`src/core/blsc_pkg.sv`:
```
// constants shared by the bcd logic and step control block
package blsc_pkg;

	// ---------------------------------------------------------------
	// instruction function codes (decimal 04, 05, 41, 42, 43, 44)
	// ---------------------------------------------------------------
	localparam logic [7:0] FN_STEP_DEFINE   = 8'h04;
	localparam logic [7:0] FN_SECTION_LAUNCH = 8'h05;
	localparam logic [7:0] FN_SUBTRACT      = 8'h29;
	localparam logic [7:0] FN_WORD_CONJ     = 8'h2A;
	localparam logic [7:0] FN_WORD_DISJ     = 8'h2B;
	localparam logic [7:0] FN_CARRY_CLEAR   = 8'h2C;

	// ---------------------------------------------------------------
	// widths and flag addresses
	// ---------------------------------------------------------------
	localparam int          WORD_W          = 16;
	localparam int          DIGITS          = 4;
	localparam int          CTRL_BITS       = 16;
	localparam logic [15:0] CARRY_FLAG_ADDR = 16'h0312;
	localparam logic [15:0] START_FLAG_ADDR = 16'h0411;

	// ---------------------------------------------------------------
	// register map (byte addresses) and field positions
	// ---------------------------------------------------------------
	localparam logic [3:0] REG_STATUS  = 4'h0;
	localparam logic [3:0] REG_CONTROL = 4'h4;
	localparam logic [3:0] REG_RESULT  = 4'h8;
	localparam logic [3:0] REG_CTRLWD  = 4'hC;
	localparam int         ST_CARRY    = 0;
	localparam int         ST_FAULT    = 1;
	localparam int         ST_ZERO     = 2;
	localparam int         ST_START    = 3;
	localparam int         ST_STEPPING = 4;
	localparam int         ST_DOUBLE   = 5;
	localparam int         CT_CLR_FAULT = 0;
	localparam int         CT_CLR_CARRY = 1;
	localparam int         CT_CLR_CHECK = 2;

	// ---------------------------------------------------------------
	// reset values
	// ---------------------------------------------------------------
	localparam logic [15:0] RESET_WORD = 16'h0000;
	localparam logic [31:0] RESET_DATA = 32'h0000_0000;

	typedef enum logic [0:0]
	{
		BLSC_LADDER   = 1'b0,
		BLSC_STEPPING = 1'b1
	} blsc_mode_type;

endpackage

```
`src/core/blsc_bcd_sub.sv`:
```
// four digit bcd subtractor with borrow in and digit validity check
`timescale 1ns/1ps
`default_nettype none
module blsc_bcd_sub
(
	// operands
	input  wire logic [15:0] mi,
	input  wire logic [15:0] su,
	input  wire logic        cin,
	// answer
	output logic      [15:0] diff,
	output logic             borrow,
	output logic             bad
);
	logic [4:0] chain;
	logic [3:0] bad_d;

	assign chain[0] = cin;

	// digit ripple: 10000 + mi - su - cin, borrow out marks negative
	genvar g;
	generate
		for (g = 0; g < 4; g = g + 1)
		begin : g_digit
			logic [4:0] raw;
			assign raw = {1'b0, mi[4*g +: 4]} - {1'b0, su[4*g +: 4]} - {4'h0, chain[g]};
			assign chain[g+1] = raw[4];
			assign diff[4*g +: 4] = raw[4] ? 4'(raw[3:0] + 4'hA) : raw[3:0];
			assign bad_d[g] = (mi[4*g +: 4] > 4'h9) || (su[4*g +: 4] > 4'h9);
		end
	endgenerate

	assign borrow = chain[4];
	assign bad    = |bad_d;
endmodule
`default_nettype wire

```
`src/core/blsc_core.sv`:
```
// execution unit for bcd subtract, word logic and step sequencing
// Functional notes
// - subtract with condition ON writes minuend minus subtrahend minus carry
// - subtract forms 10000 plus minuend less subtrahend less carry, four digits kept
// - negative answer sets carry and leaves ten's complement
// - non-bcd minuend or subtrahend turns fault flag ON
// - missing indirect retentive word turns fault flag ON
// - zero flag ON exactly when written result is zero
// - word conjunction with condition ON writes bitwise AND
// - word disjunction with condition ON writes bitwise OR
// - step define takes no condition; control bit alone governs the body
// - bit ON runs body, ON to OFF interlocks, OFF makes body no-op
// - section launch with condition ON starts the step of its control bit
// - a step never launched never runs its body
// - stepping continues until step define without control bit
// - step ends on next launch or bit OFF; outputs off, timers reload
// - counters, shift registers and latches keep state at step end
// - double output flagged only for ordinary and step use of one bit
// - step start flag ON for one scan after step define
// - carry flag is bit 0312; carry clear forces it OFF
//
// Register access over Avalon-MM and the address map were chosen for this implementation.
`timescale 1ns/1ps
`default_nettype none
module blsc_core
(
	// clock and reset
	input  wire logic        REF_CLK,
	input  wire logic        RESET,
	// instruction from the program scan
	input  wire logic        INSTR_VALID,
	input  wire logic [7:0]  INSTR_CODE,
	input  wire logic        EXEC_COND,
	input  wire logic [15:0] OPERAND_A,
	input  wire logic [15:0] OPERAND_B,
	input  wire logic        PTR_FAULT,
	input  wire logic [3:0]  CTRL_IDX,
	input  wire logic        CTRL_NONE,
	input  wire logic        SCAN_END,
	// program check
	input  wire logic        CHK_USE,
	input  wire logic        CHK_STEP,
	input  wire logic [3:0]  CHK_IDX,
	// results and flags
	output logic      [15:0] RESULT_WORD,
	output logic             RESULT_WRITE,
	output logic             CARRY_FLAG,
	output logic             FAULT_FLAG,
	output logic             ZERO_FLAG,
	output logic             STEP_START_FLAG,
	output logic             STEP_BODY_ENABLE,
	output logic             STEP_INTERLOCK,
	output logic             STEP_OUTPUTS_OFF,
	output logic             TIMER_PRESET_RELOAD,
	output logic      [15:0] CONTROL_WORD,
	output logic             DOUBLE_OUTPUT_ERROR,
	// avalon-mm slave
	input  wire logic [3:0]  AVS_ADDRESS,
	input  wire logic        AVS_READ,
	input  wire logic        AVS_WRITE,
	input  wire logic [31:0] AVS_WRITEDATA,
	input  wire logic [3:0]  AVS_BYTEENABLE,
	output logic      [31:0] AVS_READDATA,
	output logic             AVS_WAITREQUEST
);
	// ---------------------------------------------------------------
	// state
	// ---------------------------------------------------------------
	typedef struct packed
	{
		logic [15:0]             res;
		logic                    res_we;
		logic                    carry;
		logic                    fault;
		logic                    zero;
		logic                    start_flag;
		logic                    start_seen;
		blsc_pkg::blsc_mode_type mode;
		logic [3:0]              act_idx;
		logic                    act_valid;
		logic                    body_en;
		logic                    interlock;
		logic                    outs_off;
		logic                    tmr_reload;
		logic [15:0]             ctrl;
		logic [15:0]             prev_on;
		logic [15:0]             use_ord;
		logic [15:0]             use_stp;
		logic                    dbl_err;
		logic                    ack;
		logic                    waitreq;
		logic [31:0]             rdata;
	} blsc_state_type;

	blsc_state_type st_r;
	blsc_state_type st_nxt;

	logic [15:0] sub_diff;
	logic        sub_borrow;
	logic        sub_bad;
	logic        run_ok;
	logic        bus_req;
	logic        bus_wr;

	blsc_bcd_sub u_sub
	(
		.mi     (OPERAND_A),
		.su     (OPERAND_B),
		.cin    (st_r.carry),
		.diff   (sub_diff),
		.borrow (sub_borrow),
		.bad    (sub_bad)
	);

	// ladder outside steps always runs; inside, only an enabled body
	assign run_ok  = (st_r.mode == blsc_pkg::BLSC_LADDER) || st_r.body_en;
	assign bus_req = AVS_READ || AVS_WRITE;
	assign bus_wr  = AVS_WRITE && st_r.ack && (AVS_ADDRESS == blsc_pkg::REG_CONTROL)
	               && AVS_BYTEENABLE[0];

	// ---------------------------------------------------------------
	// next state
	// ---------------------------------------------------------------
	always_comb
	begin
		st_nxt            = st_r;
		st_nxt.res_we     = 1'b0;
		st_nxt.interlock  = 1'b0;
		st_nxt.outs_off   = 1'b0;
		st_nxt.tmr_reload = 1'b0;

		// software clears first so a same-cycle event wins
		if (bus_wr && AVS_WRITEDATA[blsc_pkg::CT_CLR_FAULT])
			st_nxt.fault = 1'b0;
		if (bus_wr && AVS_WRITEDATA[blsc_pkg::CT_CLR_CARRY])
			st_nxt.carry = 1'b0;
		if (bus_wr && AVS_WRITEDATA[blsc_pkg::CT_CLR_CHECK])
		begin
			st_nxt.use_ord = blsc_pkg::RESET_WORD;
			st_nxt.use_stp = blsc_pkg::RESET_WORD;
			st_nxt.dbl_err = 1'b0;
		end

		if (SCAN_END)
		begin
			st_nxt.start_flag = st_r.start_seen;
			st_nxt.start_seen = 1'b0;
		end

		if (INSTR_VALID)
		begin
			case (INSTR_CODE)
				blsc_pkg::FN_SUBTRACT:
				begin
					if (EXEC_COND && run_ok)
					begin
						st_nxt.fault = sub_bad || PTR_FAULT;
						if (!(sub_bad || PTR_FAULT))
						begin
							st_nxt.res    = sub_diff;
							st_nxt.res_we = 1'b1;
							st_nxt.carry  = sub_borrow;
							st_nxt.zero   = (sub_diff == blsc_pkg::RESET_WORD);
						end
					end
				end
				blsc_pkg::FN_WORD_CONJ, blsc_pkg::FN_WORD_DISJ:
				begin
					if (EXEC_COND && run_ok)
					begin
						st_nxt.fault = PTR_FAULT;
						if (!PTR_FAULT)
						begin
							st_nxt.res    = (INSTR_CODE == blsc_pkg::FN_WORD_CONJ)
							              ? (OPERAND_A & OPERAND_B) : (OPERAND_A | OPERAND_B);
							st_nxt.res_we = 1'b1;
							st_nxt.zero   = (st_nxt.res == blsc_pkg::RESET_WORD);
						end
					end
				end
				blsc_pkg::FN_CARRY_CLEAR:
				begin
					if (EXEC_COND && run_ok)
						st_nxt.carry = 1'b0;
				end
				blsc_pkg::FN_SECTION_LAUNCH:
				begin
					if (EXEC_COND && run_ok)
					begin
						if (st_r.act_valid && st_r.ctrl[st_r.act_idx]
						    && (st_r.act_idx != CTRL_IDX))
						begin
							st_nxt.ctrl[st_r.act_idx] = 1'b0;
							st_nxt.outs_off           = 1'b1;
							st_nxt.tmr_reload         = 1'b1;
						end
						st_nxt.ctrl[CTRL_IDX] = 1'b1;
						st_nxt.mode           = blsc_pkg::BLSC_STEPPING;
					end
				end
				blsc_pkg::FN_STEP_DEFINE:
				begin
					if (CTRL_NONE)
					begin
						st_nxt.mode      = blsc_pkg::BLSC_LADDER;
						st_nxt.act_valid = 1'b0;
						st_nxt.body_en   = 1'b0;
					end
					else
					begin
						st_nxt.act_idx   = CTRL_IDX;
						st_nxt.act_valid = 1'b1;
						st_nxt.mode      = blsc_pkg::BLSC_STEPPING;
						st_nxt.body_en   = st_r.ctrl[CTRL_IDX];
						st_nxt.prev_on[CTRL_IDX] = st_r.ctrl[CTRL_IDX];
						if (!st_r.ctrl[CTRL_IDX] && st_r.prev_on[CTRL_IDX])
						begin
							// bit OFF ends step, counters untouched
							st_nxt.interlock  = 1'b1;
							st_nxt.outs_off   = 1'b1;
							st_nxt.tmr_reload = 1'b1;
						end
						if (st_r.ctrl[CTRL_IDX])
							st_nxt.start_seen = 1'b1;
					end
				end
				default:
				begin
					st_nxt.res_we = 1'b0;
				end
			endcase
		end

		// double output only when ordinary and step use meet
		if (CHK_USE)
		begin
			if (CHK_STEP)
				st_nxt.use_stp[CHK_IDX] = 1'b1;
			else
				st_nxt.use_ord[CHK_IDX] = 1'b1;
		end
		// a software clear of the check drops the uses it is clearing as well
		if (|(st_r.use_ord & st_r.use_stp)
		    && !(bus_wr && AVS_WRITEDATA[blsc_pkg::CT_CLR_CHECK]))
			st_nxt.dbl_err = 1'b1;

		// bus: one wait cycle, then the answer
		st_nxt.ack     = bus_req && !st_r.ack;
		st_nxt.waitreq = !st_nxt.ack;
		if (AVS_READ && !st_r.ack)
		begin
			case (AVS_ADDRESS)
				blsc_pkg::REG_STATUS:
					st_nxt.rdata = {26'h0, st_r.dbl_err, st_r.mode == blsc_pkg::BLSC_STEPPING,
					                st_r.start_flag, st_r.zero, st_r.fault, st_r.carry};
				blsc_pkg::REG_RESULT:
					st_nxt.rdata = {16'h0, st_r.res};
				blsc_pkg::REG_CTRLWD:
					st_nxt.rdata = {16'h0, st_r.ctrl};
				default:
					st_nxt.rdata = blsc_pkg::RESET_DATA;
			endcase
		end
	end

	// ---------------------------------------------------------------
	// registers
	// ---------------------------------------------------------------
	always_ff @(posedge REF_CLK)
	begin
		if (RESET)
		begin
			st_r      <= '0;
			st_r.mode <= blsc_pkg::BLSC_LADDER;
			st_r.waitreq <= 1'b1;
		end
		else
			st_r <= st_nxt;
	end

	assign RESULT_WORD         = st_r.res;
	assign RESULT_WRITE        = st_r.res_we;
	assign CARRY_FLAG          = st_r.carry;
	assign FAULT_FLAG          = st_r.fault;
	assign ZERO_FLAG           = st_r.zero;
	assign STEP_START_FLAG     = st_r.start_flag;
	assign STEP_BODY_ENABLE    = st_r.body_en;
	assign STEP_INTERLOCK      = st_r.interlock;
	assign STEP_OUTPUTS_OFF    = st_r.outs_off;
	assign TIMER_PRESET_RELOAD = st_r.tmr_reload;
	assign CONTROL_WORD        = st_r.ctrl;
	assign DOUBLE_OUTPUT_ERROR = st_r.dbl_err;
	assign AVS_READDATA        = st_r.rdata;
	assign AVS_WAITREQUEST     = st_r.waitreq;

	logic sub_go;
	logic ok_go;
	assign sub_go = INSTR_VALID && (INSTR_CODE == blsc_pkg::FN_SUBTRACT) && EXEC_COND && run_ok;
	assign ok_go  = !sub_bad && !PTR_FAULT;
endmodule
`default_nettype wire

```
`config.mk`:
```
export PLATFORM = sky130hd
export DESIGN_NAME = blsc_core
export DESIGN_NICKNAME = d
export VERILOG_FILES = /design/src/core/blsc_pkg.sv /design/src/core/blsc_bcd_sub.sv /design/src/core/blsc_core.sv
export SDC_FILE = /design/constraint.sdc
export NUM_CORES = 1
export LEC_CHECK = 0
export ABC_CLOCK_PERIOD_IN_PS = 9700
export BUFFER_PORTS_ARGS = -buffer_cell sky130_fd_sc_hd__buf_4
export CAP_MARGIN = 20
export CORE_AREA = 4 4 124 126
export CTS_BUF_LIST = sky130_fd_sc_hd__clkbuf_2
export DETAILED_ROUTE_END_ITERATION = 8
export DIE_AREA = 0 0 128 130
export PLACE_DENSITY = 0.79
export SETUP_SLACK_MARGIN = 0.4
export SLEW_MARGIN = 5
export SYNTH_ARGS = -nofsm -noshare
export SYNTH_HDL_FRONTEND = slang
export SYNTH_SLANG_ARGS = --single-unit
```
`constraint.sdc`:
```
create_clock -name REF_CLK -period 9.7 [get_ports REF_CLK]
set_input_delay 0.97 -clock REF_CLK [delete_from_list [all_inputs] [get_ports REF_CLK]]
set_output_delay 0.97 -clock REF_CLK [all_outputs]
set_load 0.005 [all_outputs]
```
### After elaboration in Yosys (flattened, before gate mapping)

Cells that the tools add are included.

* bits in registers: 131
* bits in latches: 0
* bits in writable memories: 0
* ROM bits: 0
* bits of input ports: 99
* output and inout bits: 75
* logic and storage cells: 179
* memories: 0

* $add $sub $neg: 12
* multiply operators: 0
* divide/modulo/power cells: 0
* $lt $le $gt $ge: 14
* eq/ne operators: 15
* shift operators: 0
* multiplexer cells: 61
* bitwise logic cells: 12
* reduce and logical (&&, ||, !) cells: 43

Operators with widths (number)
* two-way mux 18 bit: 6
* two-way mux 16 bit: 6
* OR 16 bit: 4
* AND 16 bit: 3
* one-hot mux 16 bit (3 select lines): 1
* two-way mux 43 bit: 1
* two-way mux 17 bit: 2
* two-way mux 33 bit: 1
* equality test 8 x 6 -> 1 bit, second input constant: 4
* greater-than comparator 4 bit, second input constant: 8
* zero test 16 bit: 2
* two-way mux 32 bit: 1
* one-hot mux 16 bit (2 select lines): 1
* two-way mux 20 bit: 1
* two-way mux 4 bit: 5
* subtractor 4 x 4 -> 5 bit: 4
* subtractor 5 x 1 -> 5 bit: 4
* two-way mux 1 bit: 18
* adder 4 bit, second input constant: 4
* bitwise mux 16 bit: 1
* equality test 8 x 3 -> 1 bit, second input constant: 2
* logical AND 1 bit: 16
* NOT 16 bit: 1
* OR reduction 16 bit: 1
* other kinds (23): 60

### Depth between registers and ports, before layout

Gate-level depths: netlist (run 1).

* depth in word-level cells: 14
* mapped depth: 30
* mapped depth without buffers: 30

### Hierarchy

Synthesis (run 1) repeated with hierarchy kept, for this count alone.

* cell total of the unflattened synthesis: 831
* area total of the unflattened synthesis: 7378.3 µm²

Modules (own cells, without submodules)
* blsc_core: times used 1, cells each 692, area each 6223.5 µm², seq. area each 2282.2 µm²
* blsc_bcd_sub: times used 1, cells each 139, area each 1154.9 µm², seq. area each 0.0 µm²

### Worst setup path before layout (run 1)

Ideal clock, no wire load.

* path type: input to register
* start: input port OPERAND_B[0]
* end: register st_r (netlist bit ZERO_FLAG)
* library setup time: 79 ps
* arrival: 8221 ps
* data required time: 9621 ps
* path slack: 1400 ps
* stages: 29
* path buffers: 0
* path through: inv_1 fa_1 fa_1 o21a_1 o221ai_1 xor2_1 ha_1 o21bai_1 fa_1 o21a_1 o221ai_1 xor2_1 ha_1 o21bai_1 fa_1 o21a_1 o221ai_1 xor2_1 ha_1 o21bai_1 fa_1 xnor2_1 ha_1 a21oi_1 o32a_1 o21ai_0 or4_1 or4_1 a211oi_2

* cells in the longest elaborated chain, start to end: 11
* elaborated cells between the ends (all ways): 29
* classes of those cells: add/sub: 9; order compare: 1; eq/ne: 1; mux: 10; bitwise: 2; reduce/logical: 6

Ends and longest elaborated chain
* from (decl): line blsc_core.sv:35 `input wire logic [15:0] OPERAND_B,`
* subtractor 4 x 4 -> 5 bit: line blsc_bcd_sub.sv:26 `assign raw = {1'b0, mi[4*g +: 4]} - {1'b0, su[4*g +: 4]} - {4'h0, chain[g]};`
* subtractor 5 x 1 -> 5 bit (4 in a row): line blsc_bcd_sub.sv:26
* adder 4 bit: line blsc_bcd_sub.sv:28 `assign diff[4*g +: 4] = raw[4] ? 4'(raw[3:0] + 4'hA) : raw[3:0];`
* two-way mux 4 bit: line blsc_bcd_sub.sv:28
* zero test 16 bit: line blsc_core.sv:163 `st_nxt.zero = (sub_diff == blsc_pkg::RESET_WORD);`
* two-way mux 1 bit: line blsc_core.sv:158 `if (!(sub_bad || PTR_FAULT))`
* two-way mux 20 bit: line blsc_core.sv:155 `if (EXEC_COND && run_ok)`
* one-hot mux 2 bit (2 select lines): line blsc_core.sv:152 `case (INSTR_CODE)`
* to (signal assigned): line blsc_core.sv:278 `st_r <= st_nxt;`
* to (decl): line blsc_core.sv:95 `blsc_state_type st_r;`

Several ways; a longest one is shown, not always the timed one. The select of a mux whose other input is x is not followed.
A chain may end at the register's enable or synchronous reset.

### Final worst setup path (run 1)

* start: register st_r (netlist bit CARRY_FLAG)
* end: register st_r (netlist bit ZERO_FLAG)

* cells in the longest elaborated chain, start to end: 10
* elaborated cells between the ends (all ways): 16
* classes of those cells: add/sub: 8; mux: 7; reduce/logical: 1

Ends and longest elaborated chain (line)
* subtractor 5 x 1 -> 5 bit *: blsc_bcd_sub.sv:26
* subtractor 5 x 1 -> 5 bit (3 in a row): blsc_bcd_sub.sv:26
* adder 4 bit: blsc_bcd_sub.sv:28
* two-way mux 4 bit: blsc_bcd_sub.sv:28
* zero test 16 bit *: blsc_core.sv:163
* two-way mux 1 bit *: blsc_core.sv:158
* two-way mux 20 bit *: blsc_core.sv:155
* one-hot mux 2 bit (2 select lines) *: blsc_core.sv:152

Mark *: on every way between the ends. The rest lies on a longest branch, timed or not. The select of a mux whose other input is x is not followed.

==> out/metrics.cfg, run 1 <==
[synth]
syn_avg_cell_area_um2 = 8.193
yosysTopAreaCell = dfxtp_1
yosys_warnings = 0
synth_cell_types = 68
synth_edf_count = 0
synth_flop_cell = dfxtp_1
yosysTopAreaCellShare_pct = 29.99
post-synth-top-count-cell = dfxtp_1
syn_inst = 929
synth_area_leaders = dfxtp_1 30%, ha_1 7.7%, buf_4 6.4%
synth_common_cells = 114 x dfxtp_1, 84 x a21oi_1, 80 x nand2_1
ys_seq_area_share_pct = 29.99
async_flop_share_pct = 0
synthesis.area_mm2 = 0.007611
ys_ff_latch = 114

[worst_setup_path]
crit_buf_inv = 1
reg2regPathDepth = 29
cp-end-kind = flip-flop
arrival_ns = 9.21
path_class = flip-flop to flip-flop
regToRegEndpoint = ZERO_FLAG$_SDFFE_PP0P_
crit_path_frequent_cell = fa_1
cpMaxStageDelayCell = or4_1
start_kind = flip-flop
critPathMaxStageDelay_ns = 0.53
critPathTopFamily = adder cells
reg2reg_slack_ns = 1.09
crit_fanout = 7
rr_startpoint = CARRY_FLAG$_SDFF_PP0_
required_ns = 10.30

[cts]
worstSkewPairLatency_ns = 0.68
cts_tree = built
cts_hold_buf = 0
clock_path_buffers = 2
cts_setup_buffers = 0
path_clk_slew_ns = 0.17
root_buffer = clkbuf_2
cts_made_buffers = 17
cts_resized = 0
clock-sinks = 114
cts_htree_levels = 4

[timing]
rsz0062_at_grt = false
hold_ws_ns = 0.4701
fin_crit_ns = 8.608
min_period_over_period_pct = 88.74
finalSetupTns_ns = 0
setup_violations = 0
fmax_ghz = 0.1162
slew_viol_final = 0
hold_viol_final = 0
fin_worst_skew_ns = 0.01986
slew_headroom_pct = 28.78
tightest_slew_ns = 1.068

[global_route]
grtUsageTotal_pct = 24.41
met2_usage_pct = 37.99
grt-ovfl-total = 0
grt_use_met1_pct = 33.98
grt_antenna_before_repair = 1
grt_first_pass_wirelength_um = 32620
grt_use_met3_pct = 4.830
grt_max_degree = 84
top_usage_layer = met2
grt_pass1_vias = 6414

[route]
viasPerCell = 5.974
drt_wl_total_um = 20570
drc = 0
drtPass1Iterations = 5
vias = 7007
wl_per_cell_um = 17.53
ant_nets = 0
drt_iter0_drc = 879

[power_and_ir_drop]
powerDensity_mw_per_mm2 = 125.7
clkPwrFrac_pct = 32.3
pwr-share-seq_pct = 44.6
internal_power_uw = 735.7
vdd_ir_drop_max_mv = 0.05377
power_frac_comb_pct = 23.1
p_sw_share_pct = 30.54
power.switching_uw = 323.5
leakage_uw = 0.003458

[worst_hold_path]
min_path_cells = 2
worstHoldEndpoint = st_r[49]$_SDFF_PP0_
holdCritPathClass = flip-flop to flip-flop
min_from = st_r[49]$_SDFF_PP0_

[floorplan]
die_w_um = 128
start_util_pct = 53.17
die_h_um = 130
die_area_mm2 = 0.01664
io-pin-count = 174
core_mm2 = 0.01431
rows = 44

[placed_design]
gp_congestion = 0.9309
post_dp_cell_area_mm2 = 0.008170
io_buffers = 125
dp_hpwl_um = 15580
placed_cells = 1141

[layout]
final_cell_count_no_fill = 1173
fin_nets = 1127
syn_to_final_growth_pct = 10.73
drive_gt1_share_pct = 18.83
finalInstanceArea_mm2 = 0.008428
post-route-util_pct = 58.88

[outcome]
status = complete, no violations

[flow_run]
max-cap-violations = 0

## worst min-delay path, delay by kind of cell, from the launching register on
| kind | cells | cell delay, ns |
|---|---|---|
| flops | 1 | 0.35 |
| simple gates | 1 | 0.05 |
| compound gates | 1 | 0.05 |
## power groups by stage
stage	logic (µW)	registers, µW	clock network (µW)
after floorplan	171	482	0
after global placement	235	482	0
after detailed placement	240	482	0
after CTS	241	473	345
after global routing	272	473	366
final	245	473	342
## worst max-delay path by stage
stage	from	end	slack, ns	depth (start not counted)
floorplan	OPERAND_B[0]	ZERO_FLAG$_SDFFE_PP0P_	1.40	29
global placement	OPERAND_B[0]	ZERO_FLAG$_SDFFE_PP0P_	0.76	30
detailed placement	OPERAND_B[0]	ZERO_FLAG$_SDFFE_PP0P_	0.53	30
CTS	CARRY_FLAG$_SDFF_PP0_	ZERO_FLAG$_SDFFE_PP0P_	1.15	29
global route	CARRY_FLAG$_SDFF_PP0_	ZERO_FLAG$_SDFFE_PP0P_	0.53	29
finish	CARRY_FLAG$_SDFF_PP0_	ZERO_FLAG$_SDFFE_PP0P_	1.09	29
## layout make-up
cell class                      count  area, µm²
Clock buffer                       17      85.08
Sequential cell                   114       2282
Fill cell                        1330       5886
Clock inverter                     14      170.2
Antenna cell                        1      2.502
Inverter                           42      157.7
Timing Repair Buffer              128      960.9
Tap cell                          184      230.2
Multi-Input combinational cell    673       4539
## cell families after synthesis
group | Yosys count | share of synthesized area, %
xor+xnor | 28 | 3.222
simple gates | 279 | 17.87
fa+ha+maj | 57 | 9.699
compound gates | 257 | 21.22
other cells | 1 | 0.04927
flops | 114 | 29.99
buf+inv | 157 | 11.16
mux | 36 | 6.789
## stage by stage
step | total power [µW] | setup WS [ns]
final | 1059 | 1.092
after global routing | 1111 | 0.5330
after CTS | 1059 | 1.151
after detailed placement | 722.3 | 0.5279
after global placement | 717.4 | 0.7561
after floorplan | 653.6 | 1.400
## metal layers
metal | up-vias | routed length, µm
li1 | 3326 | -
met1 | 3235 | 8820
met2 | 397 | 9188
met3 | 49 | 2034
met4 | 0 | 523
met5 | - | 0
## cell usage in the layout, fill, tap and decap left out, types with 4 or more instances in the layout
master,count
mux4_2,12
nor2_1,68
or4_1,4
dfxtp_1,114
o22ai_1,8
xor2_1,16
o21ai_0,68
o32a_1,5
nand2_1,80
nor3_1,29
clkbuf_2,17
nor2b_1,6
o21a_1,10
xnor2_1,12
bufinv_16,4
nor4_1,7
and2_1,4
a22oi_1,11
a21oi_1,83
nand3_1,26
clkinv_2,7
buf_4,128
fa_1,5
maj3_1,5
ha_1,47
a211oi_1,6
a221oi_1,7
or2_2,6
a22o_1,29
nand2b_1,20
inv_1,42
o21ai_1,5
nand4_1,6
or3_1,5
mux2i_1,22
conb_1,16
Note: power is estimated with default switching activity, not from simulation.
==> inputs of run 2 (changes only) <==
- CELL_PAD_IN_SITES_DETAIL_PLACEMENT: not set -> 1
- CELL_PAD_IN_SITES_GLOBAL_PLACEMENT: not set -> 1
- CORE_AREA: 4 4 124 126 -> 4 4 142 144
- DIE_AREA: 0 0 128 130 -> 0 0 146 148
- PLACE_DENSITY: 0.79 -> not set
- PLACE_DENSITY_LB_ADDON: not set -> 0.1
==> out/metrics.cfg, run 2 (synthesis results as in run 1) <==
[route]
wl_per_cell_um = 19.80  ; was 17.53 µm
vias = 6860  ; was 7007
drt_wl_total_um = 24320  ; was 20570 µm
ant_nets = 0  ; unchanged
viasPerCell = 5.586  ; was 5.974
drc = 0  ; unchanged
drtPass1Iterations = 4  ; was 5
drt_iter0_drc = 431  ; was 879

[floorplan]
io-pin-count = 174  ; unchanged
start_util_pct = 40.69  ; was 53.17%
die_h_um = 148  ; was 130 µm
rows = 50  ; was 44
die_w_um = 146  ; was 128 µm
die_area_mm2 = 0.02161  ; was 0.01664 mm²
core_mm2 = 0.01871  ; was 0.01431 mm²

[timing]
finalSetupTns_ns = 0  ; unchanged
hold_viol_final = 0  ; unchanged
slew_viol_final = 0  ; unchanged
fmax_ghz = 0.1177  ; was 0.1162 GHz
min_period_over_period_pct = 87.56  ; was 88.74%
slew_headroom_pct = 36.89  ; was 28.78%
setup_violations = 0  ; unchanged
tightest_slew_ns = 0.9447  ; was 1.068 ns
fin_crit_ns = 8.494  ; was 8.608 ns
hold_ws_ns = 0.4499  ; was 0.4701 ns
fin_worst_skew_ns = 0.04333  ; was 0.01986 ns
rsz0062_at_grt = false  ; unchanged

[worst_setup_path]
cpMaxStageDelayCell = or4_1  ; unchanged
arrival_ns = 9.16  ; was 9.21 ns
cp-end-kind = flip-flop  ; unchanged
critPathMaxStageDelay_ns = 0.54  ; was 0.53 ns
required_ns = 10.36  ; was 10.30 ns
start_kind = flip-flop  ; unchanged
crit_fanout = 7  ; unchanged
critPathTopFamily = adder cells  ; unchanged
crit_buf_inv = 1  ; unchanged
reg2reg_slack_ns = 1.21  ; was 1.09 ns
path_class = flip-flop to flip-flop  ; unchanged
rr_startpoint = CARRY_FLAG$_SDFF_PP0_  ; unchanged
crit_path_frequent_cell = fa_1  ; unchanged
reg2regPathDepth = 29  ; unchanged
regToRegEndpoint = ZERO_FLAG$_SDFFE_PP0P_  ; unchanged

[power_and_ir_drop]
powerDensity_mw_per_mm2 = 127.0  ; was 125.7 mW/mm²
leakage_uw = 0.003470  ; was 0.003458 µW
vdd_ir_drop_max_mv = 0.05017  ; was 0.05377 mV
power.total_uw = 1084  ; was 1059 µW

[layout]
post-route-util_pct = 45.62  ; was 58.88%
drive_gt1_share_pct = 19.34  ; was 18.83%
finalInstanceArea_mm2 = 0.008533  ; was 0.008428 mm²
syn_to_final_growth_pct = 12.12  ; was 10.73%
fin_nets = 1131  ; was 1127
mostFrequentLayoutCell = buf_4  ; unchanged
layout_common_cells = 132 x buf_4, 114 x dfxtp_1, 83 x a21oi_1  ; was 128 x buf_4, 114 x dfxtp_1, 83 x a21oi_1

[global_route]
grt_antenna_before_repair = 1  ; unchanged
grt_max_degree = 72  ; was 84
grt_first_pass_wirelength_um = 39180  ; was 32620 µm
grt_pass1_vias = 7051  ; was 6414
grtUsageTotal_pct = 22.60  ; was 24.41%
grt-ovfl-total = 0  ; unchanged

[placed_design]
io_buffers = 125  ; unchanged
gp_congestion = 0.8749  ; was 0.9309
post_dp_cell_area_mm2 = 0.008263  ; was 0.008170 mm²
dp_hpwl_um = 18690  ; was 15580 µm

[outcome]
status = complete, no violations  ; unchanged

[cts]
cts_made_buffers = 17  ; unchanged
cts_hold_buf = 0  ; unchanged
cts_tree = built  ; unchanged
path_clk_slew_ns = 0.23  ; was 0.17 ns
worstSkewPairLatency_ns = 0.71  ; was 0.68 ns
cts_setup_buffers = 0  ; unchanged
clock_path_buffers = 2  ; unchanged
cts_htree_levels = 4  ; unchanged
cts_resized = 0  ; unchanged
root_buffer = clkbuf_2  ; unchanged
clock-sinks = 114  ; unchanged

[worst_hold_path]
min_path_cells = 2  ; unchanged
min_from = CHK_IDX[0]  ; was st_r[49]$_SDFF_PP0_
holdCritPathClass = input pin to flip-flop  ; was flip-flop to flip-flop
worstHoldEndpoint = st_r[49]$_SDFF_PP0_  ; unchanged

[flow_run]
max-cap-violations = 0  ; unchanged

-- run 2: area by class of cell --
| type | instances | area, µm² |
|---|---|---|
| antenna | 1 | 2.502 |
| clock buffer | 17 | 85.08 |
| clock inverter | 15 | 182.7 |
| fill | 2272 | 10170 |
| inverter | 42 | 157.7 |
| multi-input combinational | 673 | 4539 |
| sequential | 114 | 2282 |
| tap | 234 | 292.8 |
| timing repair buffer | 132 | 991.0 |
-- run 2: report_power, final --
group | switching, µW | total, µW | internal (µW)
logic | 154 | 257 | 103
clock network | 207 | 354 | 147
registers | 1.47 | 473 | 472
-- run 2: how the worst max path moves through the flow --
stage                               start                endpoint  slack [ns]  cells after the start
floorplan                    OPERAND_B[0]  ZERO_FLAG$_SDFFE_PP0P_        1.40                     29
global placement             OPERAND_B[0]  ZERO_FLAG$_SDFFE_PP0P_        0.71                     30
detailed placement           OPERAND_B[0]  ZERO_FLAG$_SDFFE_PP0P_        0.58                     30
CTS                 CARRY_FLAG$_SDFF_PP0_  ZERO_FLAG$_SDFFE_PP0P_        1.20                     29
global route        CARRY_FLAG$_SDFF_PP0_  ZERO_FLAG$_SDFFE_PP0P_        0.65                     29
finish              CARRY_FLAG$_SDFF_PP0_  ZERO_FLAG$_SDFFE_PP0P_        1.21                     29
-- run 2: metal layers --
| metal | up-vias | global-route usage [%] | part of all wire [%] |
|---|---|---|---|
| met5 | - | 0 | 0 |
| met4 | 0 | 6.068 | 1.7 |
| met3 | 27 | 4.752 | 4.9 |
| met2 | 169 | 34.05 | 44 |
| met1 | 3326 | 32.85 | 50 |
| li1 | 3338 | - | - |
-- run 2: stage by stage --
step / worst slack, ns / cells
3_5_place_dp: 0.5814 / 1195
6_report: 1.206 / 1228
3_3_place_gp: 0.7089 / 1195
5_1_grt: 0.6469 / 1228
2_1_floorplan: 1.400 / 944
4_1_cts: 1.197 / 1227
==> inputs of run 3 (changes only) <==
- PLACE_DENSITY: not set -> 0.81
- PLACE_DENSITY_LB_ADDON: 0.1 -> not set
==> out/metrics.cfg, run 3 (synthesis results as in run 1) <==
[outcome]
status = complete, no violations  ; unchanged

[global_route]
grt_use_met3_pct = 4.077  ; was 4.752%
grt_use_met1_pct = 29.95  ; was 32.85%
top_usage_layer = met2  ; unchanged
grt-ovfl-total = 0  ; unchanged
grt_first_pass_wirelength_um = 38420  ; was 39180 µm
grt_max_degree = 84  ; was 72
grt_pass1_vias = 7108  ; was 7051
grtUsageTotal_pct = 21.96  ; was 22.60%
grt_antenna_before_repair = 1  ; unchanged
met2_usage_pct = 35.73  ; was 34.05%

[power_and_ir_drop]
leakage_uw = 0.003457  ; was 0.003470 µW
vdd_ir_drop_max_mv = 0.07366  ; was 0.05017 mV
powerDensity_mw_per_mm2 = 127.7  ; was 127.0 mW/mm²

[route]
viasPerCell = 5.785  ; was 5.586
drc = 0  ; unchanged
wl_per_cell_um = 19.65  ; was 19.80 µm
vias = 7075  ; was 6860
ant_nets = 0  ; unchanged
drt_iter0_drc = 475  ; was 431
drt_wl_total_um = 24030  ; was 24320 µm
drtPass1Iterations = 5  ; was 4

[layout]
syn_to_final_growth_pct = 11.66  ; was 12.12%
mostFrequentLayoutCell = buf_4  ; unchanged
layout_common_cells = 128 x buf_4, 114 x dfxtp_1, 83 x a21oi_1  ; was 132 x buf_4, 114 x dfxtp_1, 83 x a21oi_1
drive_gt1_share_pct = 18.93  ; was 19.34%
fin_nets = 1127  ; was 1131
final_cell_count_no_fill = 1223  ; was 1228
num-fill-cells = 2286  ; was 2272

[timing]
finalSetupTns_ns = 0  ; unchanged
slew_headroom_pct = 28.54  ; was 36.89%
fmax_ghz = 0.1181  ; was 0.1177 GHz
fin_worst_skew_ns = 0.02823  ; was 0.04333 ns
hold_viol_final = 0  ; unchanged
min_period_over_period_pct = 87.30  ; was 87.56%
fin_crit_ns = 8.468  ; was 8.494 ns
rsz0062_at_grt = false  ; unchanged
tightest_slew_ns = 1.062  ; was 0.9447 ns
setup_violations = 0  ; unchanged
slew_viol_final = 0  ; unchanged

[floorplan]
die_w_um = 146  ; unchanged
die_area_mm2 = 0.02161  ; unchanged
io-pin-count = 174  ; unchanged
core_mm2 = 0.01871  ; unchanged
die_h_um = 148  ; unchanged
rows = 50  ; unchanged
start_util_pct = 40.69  ; unchanged

[worst_setup_path]
crit_fanout = 7  ; unchanged
crit_path_frequent_cell = fa_1  ; unchanged
path_class = flip-flop to flip-flop  ; unchanged
start_kind = flip-flop  ; unchanged
reg2reg_slack_ns = 1.23  ; was 1.21 ns
cp-end-kind = flip-flop  ; unchanged
arrival_ns = 9.10  ; was 9.16 ns
required_ns = 10.33  ; was 10.36 ns
cpMaxStageDelayCell = or4_1  ; unchanged
critPathMaxStageDelay_ns = 0.53  ; was 0.54 ns

[cts]
cts_tree = built  ; unchanged
cts_htree_levels = 4  ; unchanged
cts_made_buffers = 17  ; unchanged
clock-sinks = 114  ; unchanged
root_buffer = clkbuf_2  ; unchanged
cts_hold_buf = 0  ; unchanged
clock_path_buffers = 2  ; unchanged
cts_resized = 0  ; unchanged
path_clk_slew_ns = 0.18  ; was 0.23 ns
cts_setup_buffers = 0  ; unchanged
worstSkewPairLatency_ns = 0.72  ; was 0.71 ns

[placed_design]
dp_hpwl_um = 18550  ; was 18690 µm
gp_congestion = 0.9320  ; was 0.8749
placed_cells = 1191  ; was 1195
io_buffers = 125  ; unchanged

[flow_run]
max-cap-violations = 0  ; unchanged

[worst_hold_path]
holdCritPathClass = input pin to flip-flop  ; unchanged

==> run 3: cell count changes in the layout (fill, tap and decap cells not counted), sizes merged <==
cell,delta
clkbuf,+3
inv,-4
bufinv,+1
clkinvlp,-1
buf,-4
==> run 3: path summary, 6_finish.rpt <==
check / startpoint / to / depth (start not counted)
min reg2reg: st_r[48]$_SDFF_PP0_ / st_r[48]$_SDFF_PP0_ / 2
min: CHK_IDX[0] / st_r[49]$_SDFF_PP0_ / 2
max: CARRY_FLAG$_SDFF_PP0_ / ZERO_FLAG$_SDFFE_PP0P_ / 30
max reg2reg: CARRY_FLAG$_SDFF_PP0_ / ZERO_FLAG$_SDFFE_PP0P_ / 30
==> run 3: cell type report <==
cell class,count,area (µm²),area share [%]
Antenna cell,1,2.502,0.02945
Clock buffer,20,100.1,1.178
Clock inverter,11,162.7,1.914
Inverter,42,157.7,1.855
Multi-Input combinational cell,673,4539,53.42
Sequential cell,114,2282,26.86
Tap cell,234,292.8,3.445
Timing Repair Buffer,128,960.9,11.31
==> run 3: per-stage QoR <==
step / hold WS, ns / worst slack [ns] / area [µm²] / total power [µW] / utilization (%)
CTS: 0.4072 / 1.242 / 8496 / 1089 / 45.42
floorplan: 0.4247 / 1.400 / 7667 / 653.6 / -
detailed placement: 0.4535 / 0.6374 / 8233 / 734.1 / 44.01
global placement: 0.4446 / 0.8435 / 8233 / 726.6 / 44.01
finish: 0.4488 / 1.232 / 8498 / 1085 / 45.43
global route: 0.4149 / 0.5522 / 8498 / 1143 / 45.43
==> run 3: metal layers <==
layer	wire, µm	up-vias
met4	404	0
met3	1480	30
met5	0	-
met2	11170	253
met1	10970	3465
li1	-	3327
==> run 3: power breakdown <==
part / leakage (µW) / switching (µW) / internal, µW
sequential: 0.000919 / 1.44 / 471
clock: 0.000157 / 188 / 169
combinational: 0.00238 / 152 / 103
==> run 3: worst max-delay path: cells and delay by family, from the launching register on <==
kind | cells | cell delay, ns
xor gates and xnor gates | 4 | 0.58
buffers and inverters | 2 | 0.30
AOI/OAI and AO/OA | 12 | 2.51
and+or+nand+nor | 3 | 1.26
adders and majority gates | 9 | 3.32
DFF | 1 | 0.44
